## src/hw/cfg_ctrl_pkg.sv

```systemverilog
// Constants, field layout and carrier types for the configuration control block
//
// Summary of operation
// - Pin-select lock bit 13 set blocks pin-select register writes; clear lets them through.
// - Module-disable lock bit 12 set blocks module-disable register writes; clear allows.
// - Bit 3 set enables the debug test port; clear disables it.
// - Bit 0 set makes two-wire debug use test data output; clear leaves it unused.
// - Lock bits change only after a completed unlock sequence; otherwise refused.
// - Bits 31-14 and 11-4 read zero; bits 2-1 read one.
package cfg_ctrl_pkg;

    // ------------------------------------------------------------
    // Register map (byte addresses)
    // ------------------------------------------------------------
    localparam logic [11:0] CFG_CTRL_OFFSET = 12'h000;
    localparam logic [11:0] UNLOCK_KEY_OFFSET = 12'h004;
    localparam logic [11:0] PIN_SEL_OFFSET = 12'h010;
    localparam logic [11:0] MOD_DIS_OFFSET = 12'h020;

    // ------------------------------------------------------------
    // Field positions
    // ------------------------------------------------------------
    localparam int PIN_SELECT_LOCK_BIT = 13;
    localparam int MODULE_DISABLE_LOCK_BIT = 12;
    localparam int DEBUG_PORT_ENABLE_BIT = 3;
    localparam int TWO_WIRE_DATA_OUT_USE_BIT = 0;

    // ------------------------------------------------------------
    // Fixed read pattern and reset values
    // ------------------------------------------------------------
    localparam logic [31:0] CFG_FIXED_ONES = 32'h0000_0006;
    localparam logic [31:0] CFG_WRITABLE_MASK = 32'h0000_3009;
    localparam logic CFG_LOCK_RESET = 1'b0;
    localparam logic CFG_DEBUG_RESET = 1'b1;
    localparam logic CFG_TWO_WIRE_RESET = 1'b1;
    localparam logic [31:0] PIN_SEL_RESET = 32'h0000_0000;
    localparam logic [31:0] MOD_DIS_RESET = 32'h0000_0000;

    // ------------------------------------------------------------
    // Unlock sequence keys
    // ------------------------------------------------------------
    localparam logic [31:0] UNLOCK_KEY_FIRST = 32'haa99_6655;
    localparam logic [31:0] UNLOCK_KEY_SECOND = 32'h5566_99aa;

    // Configuration fields as held by the register
    typedef struct packed {
        logic pin_select_lock;
        logic module_disable_lock;
        logic debug_port_enable;
        logic two_wire_data_out_use;
    } cfg_fields_s;

    // One accepted APB write
    typedef struct packed {
        logic valid;
        logic [11:0] addr;
        logic [31:0] data;
    } bus_write_s;

endpackage

```

## src/hw/unlock_seq.sv

```systemverilog
// Two-key unlock sequence detector for lock-bit changes
`timescale 1ns/1ps
`default_nettype none
module unlock_seq
    import cfg_ctrl_pkg::*;
(
    input wire logic clk_sys_i,
    input wire logic nrst_i,
    input wire bus_write_s wr_i,
    input wire logic consume_i,
    output logic unlocked_o
);

    typedef enum logic [2:0] {
        ST_LOCKED = 3'b001,
        ST_HALF = 3'b010,
        ST_OPEN = 3'b100
    } unlock_state_e;

    unlock_state_e state_q;
    unlock_state_e state_d;
    logic key_wr;

    assign key_wr = wr_i.valid && (wr_i.addr == UNLOCK_KEY_OFFSET);

    // Next state: two keys back to back open; any other key write relocks.
    // A first key always restarts the sequence, so software that repeats the
    // whole sequence while already open, or after a stray first key, still opens.
    always_comb begin
        state_d = state_q;
        case (state_q)
            ST_LOCKED: begin
                if (key_wr && wr_i.data == UNLOCK_KEY_FIRST) begin
                    state_d = ST_HALF;
                end
            end
            ST_HALF: begin
                if (key_wr && wr_i.data == UNLOCK_KEY_SECOND) begin
                    state_d = ST_OPEN;
                end else if (key_wr && wr_i.data != UNLOCK_KEY_FIRST) begin
                    state_d = ST_LOCKED;
                end
            end
            ST_OPEN: begin
                if (key_wr && wr_i.data == UNLOCK_KEY_FIRST) begin
                    state_d = ST_HALF;
                end else if (consume_i || key_wr) begin
                    state_d = ST_LOCKED;
                end
            end
            default: begin
                state_d = ST_LOCKED;
            end
        endcase
    end

    // State register
    always_ff @(posedge clk_sys_i) begin
        if (!nrst_i) begin
            state_q <= ST_LOCKED;
        end else begin
            state_q <= state_d;
        end
    end

    assign unlocked_o = (state_q == ST_OPEN);

endmodule
`default_nettype wire

```

## src/hw/guarded_reg.sv

```systemverilog
// A 32-bit register whose writes are refused while its lock is set
`timescale 1ns/1ps
`default_nettype none
module guarded_reg
    import cfg_ctrl_pkg::*;
#(
    parameter logic [11:0] ADDR = 12'h000,
    parameter logic [31:0] RESET_VALUE = 32'h0000_0000
) (
    input wire logic clk_sys_i,
    input wire logic nrst_i,
    input wire bus_write_s wr_i,
    input wire logic lock_i,
    output logic [31:0] value_o
);

    logic [31:0] value_q;
    logic [31:0] value_d;

    // Store only when addressed and unlocked
    always_comb begin
        value_d = value_q;
        if (wr_i.valid && wr_i.addr == ADDR && !lock_i) begin
            value_d = wr_i.data;
        end
    end

    // Value register
    always_ff @(posedge clk_sys_i) begin
        if (!nrst_i) begin
            value_q <= RESET_VALUE;
        end else begin
            value_q <= value_d;
        end
    end

    assign value_o = value_q;

endmodule
`default_nettype wire

```

## src/hw/cfg_ctrl.sv

```systemverilog
// Configuration control register bank with APB slave and lock logic
`timescale 1ns/1ps
`default_nettype none
module cfg_ctrl
    import cfg_ctrl_pkg::*;
(
    input wire logic clk_sys_i,
    input wire logic nrst_i,
    input wire logic psel_i,
    input wire logic penable_i,
    input wire logic pwrite_i,
    input wire logic [11:0] paddr_i,
    input wire logic [31:0] pwdata_i,
    input wire logic [3:0] pstrb_i,
    output logic [31:0] prdata_o,
    output logic pready_o,
    output logic pslverr_o,
    output logic debug_port_enable_o,
    output logic two_wire_data_out_use_o,
    output logic [31:0] pin_select_o,
    output logic [31:0] module_disable_o
);

    // ------------------------------------------------------------
    // Bus front end
    // ------------------------------------------------------------
    bus_write_s wr;
    logic access;
    logic mapped;
    logic [31:0] strb_mask;
    logic unlocked;
    logic lock_change;
    cfg_fields_s cfg_q;
    cfg_fields_s cfg_d;
    logic [31:0] cfg_word;
    logic [31:0] rdata_d;
    logic [31:0] rdata_q;

    // Expand byte strobes to a bit mask
    function automatic logic [31:0] strobe_mask(input logic [3:0] strb);
        logic [31:0] m;
        m = 32'h0000_0000;
        for (int i = 0; i < 4; i++) begin
            m[i*8 +: 8] = {8{strb[i]}};
        end
        return m;
    endfunction

    // Zero-wait slave: every access completes in its first access cycle
    assign access = psel_i && penable_i;
    assign pready_o = 1'b1;
    assign mapped = (paddr_i == CFG_CTRL_OFFSET) || (paddr_i == UNLOCK_KEY_OFFSET) ||
                    (paddr_i == PIN_SEL_OFFSET) || (paddr_i == MOD_DIS_OFFSET);
    assign pslverr_o = access && !mapped;
    assign strb_mask = strobe_mask(pstrb_i);

    // Write carrier; partial strobes keep untouched bytes of the target
    always_comb begin
        wr.valid = access && pwrite_i && mapped;
        wr.addr = paddr_i;
        case (paddr_i)
            CFG_CTRL_OFFSET: wr.data = (pwdata_i & strb_mask) | (cfg_word & ~strb_mask);
            PIN_SEL_OFFSET: wr.data = (pwdata_i & strb_mask) | (pin_select_o & ~strb_mask);
            MOD_DIS_OFFSET: wr.data = (pwdata_i & strb_mask) | (module_disable_o & ~strb_mask);
            default: wr.data = pwdata_i;
        endcase
    end

    // ------------------------------------------------------------
    // Unlock sequence
    // ------------------------------------------------------------
    unlock_seq u_unlock (
        .clk_sys_i(clk_sys_i),
        .nrst_i(nrst_i),
        .wr_i(wr),
        .consume_i(lock_change),
        .unlocked_o(unlocked)
    );

    // ------------------------------------------------------------
    // Configuration register
    // ------------------------------------------------------------
    always_comb begin
        cfg_d = cfg_q;
        lock_change = 1'b0;
        if (wr.valid && wr.addr == CFG_CTRL_OFFSET) begin
            cfg_d.debug_port_enable = wr.data[DEBUG_PORT_ENABLE_BIT];
            cfg_d.two_wire_data_out_use = wr.data[TWO_WIRE_DATA_OUT_USE_BIT];
            if ((wr.data[PIN_SELECT_LOCK_BIT] != cfg_q.pin_select_lock) ||
                (wr.data[MODULE_DISABLE_LOCK_BIT] != cfg_q.module_disable_lock)) begin
                if (unlocked) begin
                    cfg_d.pin_select_lock = wr.data[PIN_SELECT_LOCK_BIT];
                    cfg_d.module_disable_lock = wr.data[MODULE_DISABLE_LOCK_BIT];
                    lock_change = 1'b1;
                end
            end
        end
    end

    // Configuration state
    always_ff @(posedge clk_sys_i) begin
        if (!nrst_i) begin
            cfg_q.pin_select_lock <= CFG_LOCK_RESET;
            cfg_q.module_disable_lock <= CFG_LOCK_RESET;
            cfg_q.debug_port_enable <= CFG_DEBUG_RESET;
            cfg_q.two_wire_data_out_use <= CFG_TWO_WIRE_RESET;
        end else begin
            cfg_q <= cfg_d;
        end
    end

    // Read image: fixed ones and zeros, stored bits in place
    always_comb begin
        cfg_word = CFG_FIXED_ONES;
        cfg_word[PIN_SELECT_LOCK_BIT] = cfg_q.pin_select_lock;
        cfg_word[MODULE_DISABLE_LOCK_BIT] = cfg_q.module_disable_lock;
        cfg_word[DEBUG_PORT_ENABLE_BIT] = cfg_q.debug_port_enable;
        cfg_word[TWO_WIRE_DATA_OUT_USE_BIT] = cfg_q.two_wire_data_out_use;
    end

    assign debug_port_enable_o = cfg_q.debug_port_enable;
    assign two_wire_data_out_use_o = cfg_q.two_wire_data_out_use;

    // ------------------------------------------------------------
    // Lock-guarded register groups
    // ------------------------------------------------------------
    guarded_reg #(
        .ADDR(PIN_SEL_OFFSET),
        .RESET_VALUE(PIN_SEL_RESET)
    ) u_pin_sel (
        .clk_sys_i(clk_sys_i),
        .nrst_i(nrst_i),
        .wr_i(wr),
        .lock_i(cfg_q.pin_select_lock),
        .value_o(pin_select_o)
    );

    guarded_reg #(
        .ADDR(MOD_DIS_OFFSET),
        .RESET_VALUE(MOD_DIS_RESET)
    ) u_mod_dis (
        .clk_sys_i(clk_sys_i),
        .nrst_i(nrst_i),
        .wr_i(wr),
        .lock_i(cfg_q.module_disable_lock),
        .value_o(module_disable_o)
    );

    // ------------------------------------------------------------
    // Read data, registered during setup so it is ready in access
    // ------------------------------------------------------------
    always_comb begin
        case (paddr_i)
            CFG_CTRL_OFFSET: rdata_d = cfg_word;
            PIN_SEL_OFFSET: rdata_d = pin_select_o;
            MOD_DIS_OFFSET: rdata_d = module_disable_o;
            default: rdata_d = 32'h0000_0000;
        endcase
    end

    always_ff @(posedge clk_sys_i) begin
        if (!nrst_i) begin
            rdata_q <= 32'h0000_0000;
        end else begin
            rdata_q <= rdata_d;
        end
    end

    assign prdata_o = rdata_q;

    // ------------------------------------------------------------
    // Checks
    // ------------------------------------------------------------
    a_pin_sel_locked: assert property (@(posedge clk_sys_i) disable iff (!nrst_i)
        cfg_q.pin_select_lock |=> $stable(pin_select_o))
        else $error("pin select changed while locked");

    a_mod_dis_locked: assert property (@(posedge clk_sys_i) disable iff (!nrst_i)
        cfg_q.module_disable_lock |=> $stable(module_disable_o))
        else $error("module disable changed while locked");

    a_pin_sel_open: assert property (@(posedge clk_sys_i) disable iff (!nrst_i)
        (wr.valid && wr.addr == PIN_SEL_OFFSET && !cfg_q.pin_select_lock)
        |=> pin_select_o == $past(wr.data))
        else $error("unlocked pin select write lost");

    a_mod_dis_open: assert property (@(posedge clk_sys_i) disable iff (!nrst_i)
        (wr.valid && wr.addr == MOD_DIS_OFFSET && !cfg_q.module_disable_lock)
        |=> module_disable_o == $past(wr.data))
        else $error("unlocked module disable write lost");

    a_debug_follows: assert property (@(posedge clk_sys_i) disable iff (!nrst_i)
        (wr.valid && wr.addr == CFG_CTRL_OFFSET)
        |=> debug_port_enable_o == $past(wr.data[DEBUG_PORT_ENABLE_BIT]))
        else $error("debug enable did not follow write");

    a_two_wire_follows: assert property (@(posedge clk_sys_i) disable iff (!nrst_i)
        (wr.valid && wr.addr == CFG_CTRL_OFFSET)
        |=> two_wire_data_out_use_o == $past(wr.data[TWO_WIRE_DATA_OUT_USE_BIT]))
        else $error("two-wire data use did not follow write");

    a_lock_needs_key: assert property (@(posedge clk_sys_i) disable iff (!nrst_i)
        !unlocked |=> $stable(cfg_q.pin_select_lock) && $stable(cfg_q.module_disable_lock))
        else $error("lock bit changed without unlock");

    a_fixed_bits: assert property (@(posedge clk_sys_i) disable iff (!nrst_i)
        (psel_i && !penable_i && paddr_i == CFG_CTRL_OFFSET)
        |=> (prdata_o & ~CFG_WRITABLE_MASK) == CFG_FIXED_ONES)
        else $error("unimplemented bits read wrong");

    // Guarded words move only on a write addressed to them
    a_pin_sel_hold: assert property (@(posedge clk_sys_i) disable iff (!nrst_i)
        !(wr.valid && wr.addr == PIN_SEL_OFFSET) |=> $stable(pin_select_o))
        else $error("pin select changed without a write");

    a_mod_dis_hold: assert property (@(posedge clk_sys_i) disable iff (!nrst_i)
        !(wr.valid && wr.addr == MOD_DIS_OFFSET) |=> $stable(module_disable_o))
        else $error("module disable changed without a write");

    // Debug controls move only on a configuration write
    a_debug_hold: assert property (@(posedge clk_sys_i) disable iff (!nrst_i)
        !(wr.valid && wr.addr == CFG_CTRL_OFFSET) |=> $stable(debug_port_enable_o))
        else $error("debug enable changed without a write");

    a_two_wire_hold: assert property (@(posedge clk_sys_i) disable iff (!nrst_i)
        !(wr.valid && wr.addr == CFG_CTRL_OFFSET) |=> $stable(two_wire_data_out_use_o))
        else $error("two-wire data use changed without a write");

    // An open unlock lets a configuration write set both locks as written
    a_lock_taken: assert property (@(posedge clk_sys_i) disable iff (!nrst_i)
        (wr.valid && wr.addr == CFG_CTRL_OFFSET && unlocked)
        |=> cfg_q.pin_select_lock == $past(wr.data[PIN_SELECT_LOCK_BIT]) &&
            cfg_q.module_disable_lock == $past(wr.data[MODULE_DISABLE_LOCK_BIT]))
        else $error("unlocked lock write lost");

    // One lock change uses up the unlock, so a second change needs new keys
    a_lock_consumed: assert property (@(posedge clk_sys_i) disable iff (!nrst_i)
        lock_change |=> !unlocked)
        else $error("unlock not used up by lock change");

    // Read data captured at setup carries the value that stood at that edge
    a_pin_sel_read: assert property (@(posedge clk_sys_i) disable iff (!nrst_i)
        (psel_i && !penable_i && paddr_i == PIN_SEL_OFFSET)
        |=> prdata_o == $past(pin_select_o))
        else $error("pin select read back wrong");

    a_mod_dis_read: assert property (@(posedge clk_sys_i) disable iff (!nrst_i)
        (psel_i && !penable_i && paddr_i == MOD_DIS_OFFSET)
        |=> prdata_o == $past(module_disable_o))
        else $error("module disable read back wrong");

    a_cfg_read: assert property (@(posedge clk_sys_i) disable iff (!nrst_i)
        (psel_i && !penable_i && paddr_i == CFG_CTRL_OFFSET)
        |=> prdata_o[DEBUG_PORT_ENABLE_BIT] == $past(debug_port_enable_o) &&
            prdata_o[TWO_WIRE_DATA_OUT_USE_BIT] == $past(two_wire_data_out_use_o))
        else $error("debug controls read back wrong");

    a_lock_read: assert property (@(posedge clk_sys_i) disable iff (!nrst_i)
        (psel_i && !penable_i && paddr_i == CFG_CTRL_OFFSET)
        |=> prdata_o[PIN_SELECT_LOCK_BIT] == $past(cfg_q.pin_select_lock) &&
            prdata_o[MODULE_DISABLE_LOCK_BIT] == $past(cfg_q.module_disable_lock))
        else $error("lock bits read back wrong");

endmodule
`default_nettype wire

```

## config.mk

```make
export PLATFORM = sky130hd
export DESIGN_NAME = cfg_ctrl
export DESIGN_NICKNAME = d
export VERILOG_FILES = /design/src/hw/cfg_ctrl_pkg.sv /design/src/hw/unlock_seq.sv /design/src/hw/guarded_reg.sv /design/src/hw/cfg_ctrl.sv
export SDC_FILE = /design/constraint.sdc
export NUM_CORES = 1
export LEC_CHECK = 0
export ABC_AREA = 1
export ABC_CLOCK_PERIOD_IN_PS = 2750
export BUFFER_PORTS_ARGS = -buffer_cell sky130_fd_sc_hd__buf_2
export CAP_MARGIN = 5
export CORE_ASPECT_RATIO = 2
export CORE_MARGIN = 2
export CORE_UTILIZATION = 54
export CTS_BUF_LIST = sky130_fd_sc_hd__clkbuf_4
export DETAILED_ROUTE_END_ITERATION = 6
export PLACE_DENSITY = 0.8
export SYNTH_ARGS = -nofsm -noshare
export SYNTH_HDL_FRONTEND = slang
export SYNTH_SLANG_ARGS = --single-unit
```

## constraint.sdc

```tcl
create_clock -name clk_sys_i -period 2.75 [get_ports clk_sys_i]
set_input_delay 0.825 -clock clk_sys_i [delete_from_list [all_inputs] [get_ports clk_sys_i]]
set_output_delay 0.825 -clock clk_sys_i [all_outputs]
set_load 0.005 [all_outputs]
```

Word level (Yosys, flattened, before mapping). Index checks and enable logic that the tools add are counted.

Flip-flop bits (word level): 103. Word-level logic and storage cells: 65.

Bitwise logic cells: 8. Reduce and logical (&&, ||, !) cells: 24. Equality and inequality tests: 14. Multiplexer cells: 11.

Operators with widths (count): one-hot mux 32 bit (3 select lines) (2); AND 32 bit (3); bitwise OR 32 bit (3); AND 14 x 32 -> 32 bit (1); == test 32 x 31 -> 1 bit (second input constant) (1); == test 32 bit (second input constant) (1); inequality test 32 bit (second input constant) (1); inverter 32 bit (1); 2-to-1 mux 3 bit (5); logical AND 1 bit (13); == test 12 x 3 -> 1 bit (second input constant) (1); == test 12 x 5 -> 1 bit (second input constant) (1); == test 12 x 6 -> 1 bit (second input constant) (1); logical NOT 12 bit (1); one-hot mux 3 bit (3 select lines) (1); AND reduction 3 bit (2); logical OR 1 bit (5); == test 3 x 1 -> 1 bit (second input constant) (1); == test 3 x 2 -> 1 bit (second input constant) (1); == test 3 bit (second input constant) (1); logical NOT 1 bit (3); 2-to-1 mux 1 bit (3); inequality test 3 x 1 -> 1 bit (second input constant) (1); inequality test 3 bit (second input constant) (1); other kinds (2) (3).

Logic depth before layout (Yosys ltp).
Depth after elaboration: 12. Gate-level depth with buffers: 22.

Hierarchy. A second synthesis with hierarchy kept.

Cells, all modules: 993. Area total of the unflattened synthesis: 6140.9 um2.

Modules (own cells, without submodules): guarded_reg (instances 2, sequential area each 640.6 um2, cells an instance 236, area an instance 1562.7 um2); cfg_ctrl (instances 1, sequential area each 720.7 um2, cells an instance 361, area an instance 2292.2 um2); unlock_seq (instances 1, sequential area each 60.1 um2, cells an instance 160, area an instance 723.2 um2).

Worst setup path before layout. Ideal clock, no wire load.

Kind: input -> register. Start: input port paddr_i[11]. End: register u_unlock.state_q[0]. Slack: 0.167 ns. Data required time: 2.628 ns. Buffers on the path: 0. Arrival time: 2.461 ns. Stages on the path: 20. Cells stage by stage: nor2_1 nand2_2 nor2_2 nand2_2 nand3_4 nand2_4 nand2_1 nand2_1 inv_2 nand2_1 nor2_1 nand2_1 nor2_2 nand2_1 nand2_1 nand2_1 nand2_1 nand2_1 nand2_1 nand2_1.

Longest elaborated chain between the ends: 10. Elaborated cells between the ends (all ways): 30.

RTL lines: from (decl) (RTL line cfg_ctrl.sv:12) `input wire logic [11:0] paddr_i,`; parallel branches: the longest is 10 deep, another holds one-hot mux 32 bit (3 select lines); to (signal assigned) (RTL line unlock_seq.sv:62) `state_q <= state_d;`; to (decl) (RTL line unlock_seq.sv:20) `unlock_state_e state_q;`.

Parallel ways; which one is timed is not known. A chain may end at the register's enable or synchronous reset.

Final worst setup path.
Start: input port paddr_i[9]. End: register u_unlock.state_q[0].

The elaborated chain is that of the path after synthesis.

==> results.md <==
* # hold bufs at CTS at 0
* Max Slew Vio Count at 0
* Slowest cell on the critical path: nor2_2
* CTS buffer count at 9
* Latest clock arrival within the worst-skew pair at 0.49 ns
* CTS tree: yes
* Max IR drop VDD at 0.000436 V
* Status: finished with violations
* Chip height at 143 microns
* Mapped Cells at 768
* CTS root buf: clkbuf_4
* RSZ-0062 raised after global routing: yes
* DR WL/cell at 17.6 microns
* Final Cycle Share at 104%
* WS Path Type: primary input to flip-flop
* # clock sinks at 103
* Max Root-Sink Buffers at 2
* Die ar. at 10500 sq um
* Final setup viols at 2
* Worst Skew at 0.0217 ns
* H-tree Lvls at 3
* Final nets at 1104
* DRC at 0
* Least-Margin Pin Slew at 0.760 ns
* Crit path DAT at 3.23 ns
* Max-cap violations at 0
* Post-Syn Area at 5190 sq um
* LEAKAGE at 3.82 nW
* Placed Cells incl. Taps at 1125
* GRT Total Usage at 36.4%
* Floorplan core area at 9320 sq um
* CP Cell Sequence: buf_6 > nor2_4 > nand2_4 > buf_4 > nor2_2 > buf_4 > buf_12 > nand3_1 > nand2_1 > inv_1 > o21ai_2 > nand2_1 > nor2_1 > nand2_1 > nor2_2 > nand3_2 > a21oi_2 > nand3_1 > nand2_1 > nand2_2
* Vias in the first global route at 6226
* Number of DRC markers in iteration 0 at 679
* Synthesized flop and latch total at 103
* Hold Path Cell Cnt at 2
* Grt total ovfl at 0
* Post-detailed-route count of antenna-violating nets at 0
* Vias at 6555
* I/O pins at 153
* Synthesized Nets at 821
* Synthesis Warnings at 0
* R2r setup slk at 0.68 ns
* Post-Synth XOR/XNOR Area at 0%
* Final HPWL from detailed placement at 14.4 mm
* Largest net degree at the start of global routing at 26
* Layout Cells excl Fill at 1160
* Critical path capture point type: flip-flop
* Max incr delay on CP at 0.26 ns
* Final worst-path setup slack at -0.101 ns
* Post-synthesis mux area share at 0%
* Sequential area share after synthesis at 39.8%
* Mapped Avg Cell Area at 6.75 sq um
* # rows at 50
* First-pass GRT wire length at 29.2 mm
* Max Clock Freq at 351 MHz
* Initial antenna violation count at 1
* Wirelength, routed at 20.4 mm
* Area Growth Syn to Fin at 44.7%
* Worst EP required at 3.13 ns
* Failing checks: setup timing
* Initial Util at 55.6%
* CP dominant cell by count: nand2_1
* Startpoint types: primary input
* DRT Pass-1 Iters at 6
* Final Hold Vio Count at 0
* Die Wd at 73.3 microns
* Worst min-delay path class: flip-flop to flip-flop
* Post-place setup slack at -0.476 ns
* Fin crit period at 2.85 ns
* Critical path fanouts, max at 9
* Post-Synth Simple-Gate Area at 29.5%
* Most common cell after layout, fill and taps aside: nand2_1
* Main combinational cell family by area after synthesis: simple AND/OR/NAND/NOR gates
* Port Buffers at 151
* Layout cells sized above 1 at 38.1%
* Hold Worst Slack at 0.494 ns
* Most frequent cells in the layout: nand2_1 (221), buf_2 (142), buf_4 (141)
* Post-Synth Adder-Cell Area at 0%
* Pwr Total at 2.60 mW
* FF-to-FF path depth at 13
* Worst slew margin at 49.0%
* RD Place Congestion at 0.979
* Final TNS setup at -0.138 ns
* Post-synthesis cell type count at 34
* Compound-gate portion of the synthesized area at 21.0%
* Vias/cell at 5.65
* Clk slew on worst S/H paths at 0.17 ns
* P per Cell Area at 346 nW/um^2
-- layer usage --
metal / up-vias / wire [microns] / global-route usage [%]
li1: 3055 / - / -
met3: 117 / 1430 / 5.67
met4: 0 / 1560 / 25.8
met1: 3017 / 6550 / 36.5
met2: 366 / 10800 / 65.4
met5: - / 0 / 0
-- synthesized netlist by cell type (all sizes together) --
master	instances	share of area, %
a21boi	1	0.14
a31oi	4	0.48
nor4	1	0.12
a221oi	1	0.17
clkbuf	12	0.87
conb	1	0.072
nand4	5	0.72
o21ai	40	4.0
nand2	242	18
nor2	58	4.6
o21a	45	6.5
a211oi	1	0.14
nand3	45	5.0
dfxtp	103	40
nor3	5	0.68
a21oi	97	9.4
clkinv	4	0.29
inv	81	5.9
o211ai	1	0.14
buf	21	2.7
-- sequential cells by signal, summed over array words and instances (netlist names) --
| register | flops |
|---|---|
| prdata_o | 32 |
| u_mod_dis.value_o | 32 |
| u_pin_sel.value_o | 32 |
| u_unlock.state_q | 3 |
| cfg_q | 2 |
| debug_port_enable_o | 1 |
| two_wire_data_out_use_o | 1 |
-- final cells by class --
| cell class | count | area, sq um |
|---|---|---|
| Antenna cell | 1 | 2.50 |
| Clock buffer | 9 | 67.6 |
| Clock inverter | 6 | 68.8 |
| Fill cell | 625 | 1820 |
| Inverter | 85 | 324 |
| Multi-Input combinational cell | 547 | 2790 |
| Sequential cell | 103 | 2060 |
| Tap cell | 104 | 130 |
| Timing Repair Buffer | 305 | 2060 |
-- final timing paths --
kind                   startpoint                    to
max                    paddr_i[9]   u_unlock.state_q[0]
min          u_mod_dis.value_o[8]  u_mod_dis.value_o[8]
max reg2reg              cfg_q[2]   u_unlock.state_q[0]
min reg2reg  u_mod_dis.value_o[8]  u_mod_dis.value_o[8]
-- power by group --
group | internal, mW | switching [mW]
sequential | 1.49 | 0.0000000839
clock | 0.281 | 0.525
combinational | 0.133 | 0.166
-- stage by stage --
stage	instance area (sq um)	util, %
3_5_place_dp	6960	74.7
4_1_cts	7190	77.2
2_1_floorplan	5190	-
6_report	7500	80.5
3_3_place_gp	6960	74.7
5_1_grt	7500	80.5
-- cell families after synthesis --
group                  Yosys count
DFF                            103
AOI/OAI and AO/OA              190
buffers and inverters          118
other                            1
and+or+nand+nor                356
-- what timing repair did --
| action | in CTS | in global routing |
|---|---|---|
| setup endpoints to repair | 1 | 3 |
| pin swaps | 6 | 34 |
| buffers inserted | 9 | 10 |
| resized for setup | 7 | 66 |
-- worst max-delay path: cells and delay by family --
| kind | cells | cell delay [ns] |
|---|---|---|
| AOI/OAI and AO/OA | 2 | 0.32 |
| and+or+nand+nor | 13 | 1.44 |
| buffers and inverters | 5 | 0.65 |
(Power assumes the default switching activity.)
